`config.mk`:
```
export PLATFORM = sky130hd
export DESIGN_NAME = acc_register_transfer_ops
export DESIGN_NICKNAME = d
export VERILOG_FILES = /design/src/rtl/acc_register_transfer_ops.v /design/src/rtl/transfer_opcode_match.v
export VERILOG_INCLUDE_DIRS = /design/src /design/src/rtl
export SDC_FILE = /design/constraint.sdc
export NUM_CORES = 1
export LEC_CHECK = 0
export BUFFER_PORTS_ARGS = -buffer_cell sky130_fd_sc_hd__buf_2
export CAP_MARGIN = 0
export CELL_PAD_IN_SITES_DETAIL_PLACEMENT = 0
export CELL_PAD_IN_SITES_GLOBAL_PLACEMENT = 1
export CORE_ASPECT_RATIO = 1.4
export CORE_MARGIN = 5
export CORE_UTILIZATION = 27
export CTS_BUF_LIST = sky130_fd_sc_hd__clkbuf_4 sky130_fd_sc_hd__clkbuf_8
export CTS_CLUSTER_DIAMETER = 100
export DETAILED_ROUTE_END_ITERATION = 7
export GPL_ROUTABILITY_DRIVEN = 1
export GPL_TIMING_DRIVEN = 0
export PLACE_DENSITY_LB_ADDON = 0.1
export SLEW_MARGIN = 5
export SYNTH_ARGS = -nofsm -noshare
export SYNTH_HDL_FRONTEND = slang
export SYNTH_SLANG_ARGS = --single-unit
```
`constraint.sdc`:
```
create_clock -name clk_sys -period 1.8 [get_ports clk_sys]
set_clock_uncertainty 0.05 [all_clocks]
set_input_delay 0.27 -clock clk_sys [delete_from_list [all_inputs] [get_ports clk_sys]]
set_output_delay 0.27 -clock clk_sys [all_outputs]
set_load 0.01 [all_outputs]
```
`src/rtl/xfer_map.vh`:
```
// opcode encodings, register widths, field positions and reset values for the transfer block
`ifndef XFER_MAP_VH
`define XFER_MAP_VH

`define INSTR_W            10
`define ACC_W              4
`define AUX_W              4
`define PTR_W              3
`define STG_W              8

`define OP_ACC_TO_AUX      10'h00e
`define OP_ACC_TO_PTR      10'h029
`define OP_AUX_ACC_TO_STG  10'h01a

`define STG_HI_MSB         7
`define STG_HI_LSB         4
`define STG_LO_MSB         3
`define STG_LO_LSB         0
`define PTR_SRC_MSB        2

`define AUX_RESET          4'h0
`define PTR_RESET          3'h0
`define STG_RESET          8'h00
`define CARRY_RESET        1'b0

`define XFER_CYCLES        1
`define XFER_WORDS         1

`endif

```
`src/rtl/acc_register_transfer_ops.v`:
```
// execution of the accumulator register transfer instructions inside the cpu datapath
// Overview of operation
// - accumulator-to-auxiliary op copies all four accumulator bits to aux, one word, one cycle.
// - accumulator-to-pointer op copies accumulator bits 2..0 to pointer; bit 3 ignored.
// - combined op loads staging bits 7..4 from the auxiliary register.
// - combined op loads staging bits 3..0 from accumulator, same single cycle.
`timescale 1ns/1ps
`include "xfer_map.vh"

module acc_register_transfer_ops (
  clk_sys,
  srst,
  instr_valid,
  instr_word,
  acc_value,
  aux_load,
  aux_load_value,
  pointer_load,
  pointer_load_value,
  staging_load,
  staging_load_value,
  carry_load,
  carry_load_value,
  skip_request,
  aux_reg,
  pointer_reg,
  staging_reg,
  carry_flag,
  skip_next,
  xfer_done,
  xfer_claimed
);
  input  wire                 clk_sys;
  input  wire                 srst;
  input  wire                 instr_valid;
  input  wire [`INSTR_W-1:0]  instr_word;
  input  wire [`ACC_W-1:0]    acc_value;
  input  wire                 aux_load;
  input  wire [`AUX_W-1:0]    aux_load_value;
  input  wire                 pointer_load;
  input  wire [`PTR_W-1:0]    pointer_load_value;
  input  wire                 staging_load;
  input  wire [`STG_W-1:0]    staging_load_value;
  input  wire                 carry_load;
  input  wire                 carry_load_value;
  input  wire                 skip_request;
  output reg  [`AUX_W-1:0]    aux_reg;
  output reg  [`PTR_W-1:0]    pointer_reg;
  output reg  [`STG_W-1:0]    staging_reg;
  output reg                  carry_flag;
  output reg                  skip_next;
  output reg                  xfer_done;
  output wire                 xfer_claimed;

  wire                 hit_aux;
  wire                 hit_ptr;
  wire                 hit_stg;
  wire                 hit_any;

  reg  [`AUX_W-1:0]    next_aux_reg;
  reg  [`PTR_W-1:0]    next_pointer_reg;
  reg  [`STG_W-1:0]    next_staging_reg;
  reg                  next_carry_flag;
  reg                  next_skip_next;
  reg  [1:0]           aux_sel;
  reg  [1:0]           pointer_sel;
  reg  [1:0]           staging_sel;
  reg                  done_state;
  reg                  next_done_state;
  wire [`STG_W-1:0]    staging_xfer_value;

  genvar               gi;

  // source of each destination register in one cycle
  localparam [1:0]     SEL_HOLD   = 2'h0;
  localparam [1:0]     SEL_XFER   = 2'h1;
  localparam [1:0]     SEL_SIDE   = 2'h2;

  // completion tracker: idle, or showing the pulse for the cycle just executed
  localparam           DONE_IDLE  = 1'h0;
  localparam           DONE_PULSE = 1'h1;

  transfer_opcode_match u_match (
    .instr_valid                     (instr_valid),
    .instr_word                      (instr_word),
    .hit_acc_to_aux                  (hit_aux),
    .hit_acc_to_pointer_transfer     (hit_ptr),
    .hit_aux_acc_to_staging_transfer (hit_stg),
    .hit_any                         (hit_any)
  );

  // tells the rest of the decoder this word is handled here in its single cycle
  assign xfer_claimed = hit_any;

  // combined word for staging, one bit at a time; the high nibble reads the aux
  // value held before this edge, so a same-cycle aux side load cannot leak in
  generate
    for (gi = 0; gi < `STG_W; gi = gi + 1) begin : g_stg_bit
      if (gi >= `STG_HI_LSB) begin : g_hi
        assign staging_xfer_value[gi] = aux_reg[gi-`STG_HI_LSB];
      end else begin : g_lo
        assign staging_xfer_value[gi] = acc_value[gi-`STG_LO_LSB];
      end
    end
  endgenerate

  // the transfer wins over a side load of the same register: only one
  // instruction executes per cycle, so a side load alongside it is a decoder fault
  always @* begin
    aux_sel = SEL_HOLD;
    if (hit_aux) begin
      aux_sel = SEL_XFER;
    end else if (aux_load) begin
      aux_sel = SEL_SIDE;
    end
  end

  always @* begin
    pointer_sel = SEL_HOLD;
    if (hit_ptr) begin
      pointer_sel = SEL_XFER;
    end else if (pointer_load) begin
      pointer_sel = SEL_SIDE;
    end
  end

  always @* begin
    staging_sel = SEL_HOLD;
    if (hit_stg) begin
      staging_sel = SEL_XFER;
    end else if (staging_load) begin
      staging_sel = SEL_SIDE;
    end
  end

  always @* begin
    case (aux_sel)
      SEL_XFER: begin
        next_aux_reg = acc_value;
      end
      SEL_SIDE: begin
        next_aux_reg = aux_load_value;
      end
      default: begin
        next_aux_reg = aux_reg;
      end
    endcase
  end

  // pointer register takes only the low three accumulator bits
  always @* begin
    case (pointer_sel)
      SEL_XFER: begin
        next_pointer_reg = acc_value[`PTR_SRC_MSB:0];
      end
      SEL_SIDE: begin
        next_pointer_reg = pointer_load_value;
      end
      default: begin
        next_pointer_reg = pointer_reg;
      end
    endcase
  end

  always @* begin
    case (staging_sel)
      SEL_XFER: begin
        next_staging_reg = staging_xfer_value;
      end
      SEL_SIDE: begin
        next_staging_reg = staging_load_value;
      end
      default: begin
        next_staging_reg = staging_reg;
      end
    endcase
  end

  // carry and skip are only touched by other instructions; a transfer masks
  // any stray request issued in the same cycle
  always @* begin
    next_carry_flag = carry_flag;
    next_skip_next  = 1'b0;
    if (!hit_any) begin
      if (carry_load) begin
        next_carry_flag = carry_load_value;
      end
      next_skip_next = skip_request;
    end else begin
      next_carry_flag = carry_flag;
      next_skip_next  = 1'b0;
    end
  end

  // back-to-back transfers keep the pulse high for as long as they last
  always @* begin
    case (done_state)
      DONE_IDLE: begin
        next_done_state = hit_any ? DONE_PULSE : DONE_IDLE;
      end
      DONE_PULSE: begin
        next_done_state = hit_any ? DONE_PULSE : DONE_IDLE;
      end
      default: begin
        next_done_state = DONE_IDLE;
      end
    endcase
  end

  // pulse read straight from the state flop, so it carries no decode glitch
  always @* begin
    xfer_done = (done_state == DONE_PULSE);
  end

  always @(posedge clk_sys) begin
    if (srst) begin
      aux_reg     <= `AUX_RESET;
      pointer_reg <= `PTR_RESET;
      staging_reg <= `STG_RESET;
      carry_flag  <= `CARRY_RESET;
      skip_next   <= 1'b0;
      done_state  <= DONE_IDLE;
    end else begin
      aux_reg     <= next_aux_reg;
      pointer_reg <= next_pointer_reg;
      staging_reg <= next_staging_reg;
      carry_flag  <= next_carry_flag;
      skip_next   <= next_skip_next;
      // completion pulse one edge after the single execute cycle
      done_state  <= next_done_state;
    end
  end
endmodule

```
`src/rtl/transfer_opcode_match.v`:
```
// opcode match for the three register transfer instructions
`timescale 1ns/1ps
`include "xfer_map.vh"

module transfer_opcode_match (
  instr_valid,
  instr_word,
  hit_acc_to_aux,
  hit_acc_to_pointer_transfer,
  hit_aux_acc_to_staging_transfer,
  hit_any
);
  input  wire                 instr_valid;
  input  wire [`INSTR_W-1:0]  instr_word;
  output wire                 hit_acc_to_aux;
  output wire                 hit_acc_to_pointer_transfer;
  output wire                 hit_aux_acc_to_staging_transfer;
  output wire                 hit_any;

  // full ten-bit compare: each op is one word, no operand field to mask
  assign hit_acc_to_aux                  = instr_valid && (instr_word == `OP_ACC_TO_AUX);
  assign hit_acc_to_pointer_transfer     = instr_valid && (instr_word == `OP_ACC_TO_PTR);
  assign hit_aux_acc_to_staging_transfer = instr_valid && (instr_word == `OP_AUX_ACC_TO_STG);
  assign hit_any = hit_acc_to_aux | hit_acc_to_pointer_transfer | hit_aux_acc_to_staging_transfer;
endmodule

```
==> results.ini <==
[sta]
whs_ps=226
setup_ws_ps=37.3
relSlewSlack_pct=63.5
rsz0062_at_grt=true
finalMaxSlewViolations=0
tightest_slew_ps=547
min_period_ps=1760
hold_viol=0
min_period_over_period_pct=97.9
setup_violations=0
fmax_ghz=0.567

[finish]
syn_to_final_growth_pct=49.5
drive_above_1_share_pct=51.0
n_antenna_cell=0
ff_latch_area_um2=360
fin_util_pct=41.9
multi_input_area_um2=528
nFillCells=348
nNetsFinal=184
largest_reg_flops=8
fin_cells=184

[synthesis]
synth.distinct_cells=19
ys_warn_count=0
synth_most_common_cell=dfxtp_1
ys_seq_elements=18
ys_seq_area_share_pct=40.7
syn_area_per_cell_um2=10.2
yosysTopAreaCell=dfxtp_1
syn_nets=125
yosys-top-cells-area=dfxtp_1 41%, mux2i_1 18%, a211oi_2 11%, nor2_1 6.4%, a211oi_1 5.9%
syn_area_um2=885
synth_edf_count=0
synth-main-ff-cell=dfxtp_1
async_flop_share_pct=0
synthTopCellsByCount=18 x dfxtp_1, 16 x mux2i_1, 15 x nor2_1
synth_top_area_share_pct=40.7
netlist_instances=87

[global_routing]
use_met3_pct=2.82
grt_max_degree=11
grt_antenna_before_repair=0
grt_pass1_vias=899
busiest_layer=met2
grt_pass1_wl_um=3880
grtUsageTotal_pct=10.7
gr-usage-met2_pct=19.5
use_met1_pct=11.6
gr-total-overflow=0

[floorplanning]
rows=24
core_area_mm2=0.00315
die_y_um=77.7
start_util_pct=28.1
die-area_mm2=0.00454
fp.dieW_um=58.4
ios=57

[cts]
clkSinkCount=18
cts-root-buf=clkbuf_8
clockBufferDepth=2
cts.clk_slew.worst_paths_ps=60
cts_tree=yes
h-tree-depth=1
clk_latency_ps=250
cts_buffers=3
cts_hold_buf=0

[setup_path]
path_cells=buf_6 > or4b_4 > a2111oi_4 > nand2b_4 > buf_6
crit_arrival_ps=1440
r2r_cells=2
critPathTopFamily=simple AND/OR/NAND/NOR gates
r2r-end=aux_reg[2]$_SDFFE_PP0P_
cpPeakStageDelay_ps=550
worst_setup_path_start_kind=input pin
r2r-start=aux_reg[2]$_SDFFE_PP0P_
crit_fanout=3
regToRegSetupSlack_ps=990
path_common_cell=buf_6
slowest_stage=or4b_4
end_kind=primary output
crit_type=input pin to primary output
worst-path-buf-inv=2
required_ps=1480

[route]
ant_nets=0
vias=853
routed_wl_um=2320
avgViaCountPerCell=4.64
wl_per_cell_um=12.6
drt_iter0_drc=4
drc=0
dr.pass1.iters=2

[placed_design]
hpwl_um=1940
post-place-cells=179
pre_cts_ws_ps=-254
io_buffers=53
place_congestion=0.696

[min_path]
min_path_type=input pin to register
holdPathStages=3
hold_path_end=carry_flag$_SDFFE_PP0P_
hp-start=carry_load_value

[job]
cap_violations=0

[power]
p_per_area_mw_per_mm2=682
vdd_drop_max_v=0.000327
power.leakage_nw=0.631

[outcome]
status=completed

==> worst max path at each step <==
stage | cells after the start | from | to
floorplan | 6 | instr_word[5] | staging_reg[6]$_SDFFE_PP0P_
global placement | 5 | instr_word[5] | xfer_claimed
detailed placement | 5 | instr_word[5] | xfer_claimed
CTS | 5 | instr_word[5] | xfer_claimed
global route | 5 | instr_word[5] | xfer_claimed
finish | 5 | instr_word[5] | xfer_claimed
==> metal layers <==
layer / part of all wire (%) / wire (µm)
met1: 37 / 859
met2: 53 / 1230
met3: 9.4 / 217
met4: 0.60 / 14
met5: 0 / 0
==> timing repair <==
action	4_1_cts	5_1_grt
gates resized for setup	4	2
pin swaps	1	0
setup endpoints to repair	1	1
buffers inserted	1	0
==> cell usage in the layout, fill, tap and decap left out <==
master / netlist / layout
buf_2: 1 / 51
dfxtp_1: 18 / 18
mux2i_1: 16 / 16
nor2_1: 15 / 13
a211oi_2: 8 / 8
a211oi_1: 7 / 7
nand2b_1: 5 / 4
clkbuf_8: 0 / 4
buf_6: 1 / 3
buf_1: 3 / 3
nand3b_1: 2 / 2
nor2_2: 0 / 2
clkbuf_1: 2 / 2
or4b_4: 0 / 1
nand4bb_1: 1 / 1
a2111oi_4: 0 / 1
nor4bb_1: 1 / 1
nor3_1: 1 / 1
nand2b_4: 0 / 1
or4_4: 0 / 1
buf_8: 0 / 1
nor3b_1: 1 / 1
nor2b_1: 1 / 1
or4_1: 2 / 1
buf_4: 0 / 1
==> layout make-up <==
type	count	area share (%)
multi-input cells	62	39.9
clock buffers	4	4.16
flip-flops and latches	18	27.2
repair buffers	54	21.6
plain buffers	7	3.41
well taps	39	3.69
==> report_power, final <==
part / leakage (nW) / internal (W) / total, W / switching [W]
registers: 0.149 / 0.000421 / 0.000431 / 0.0000103
clock network: 0.0288 / 0.000194 / 0.000320 / 0.000127
logic: 0.454 / 0.0000797 / 0.000150 / 0.0000703
==> cell families (layout without fill, tap and decap cells) <==
kind of cell | after synthesis | count (layout) | synth area share [%]
muxes | 16 | 16 | 18.1
and+or+nand+nor | 30 | 30 | 19.0
DFF | 18 | 18 | 40.7
AOI/OAI and AO/OA | 16 | 16 | 18.2
buffers and inverters | 7 | 65 | 3.96
==> tightest hold or removal path, cell delays in order <==
cell and delay [ps]:
buf_2 90, nand2b_1 50, mux2i_1 60
==> stage by stage <==
stage | power (W) | TNS, ps | area, µm²
after detailed placement | 0.000590 | -1890 | 1220
after global placement | 0.000586 | -1870 | 1220
after floorplan | 0.000514 | -0.325 | 907
after global routing | 0.000955 | -10.9 | 1320
after CTS | 0.000919 | 0 | 1310
final | 0.000902 | 0 | 1320
No activity file was read; power rests on OpenSTA's default activity.
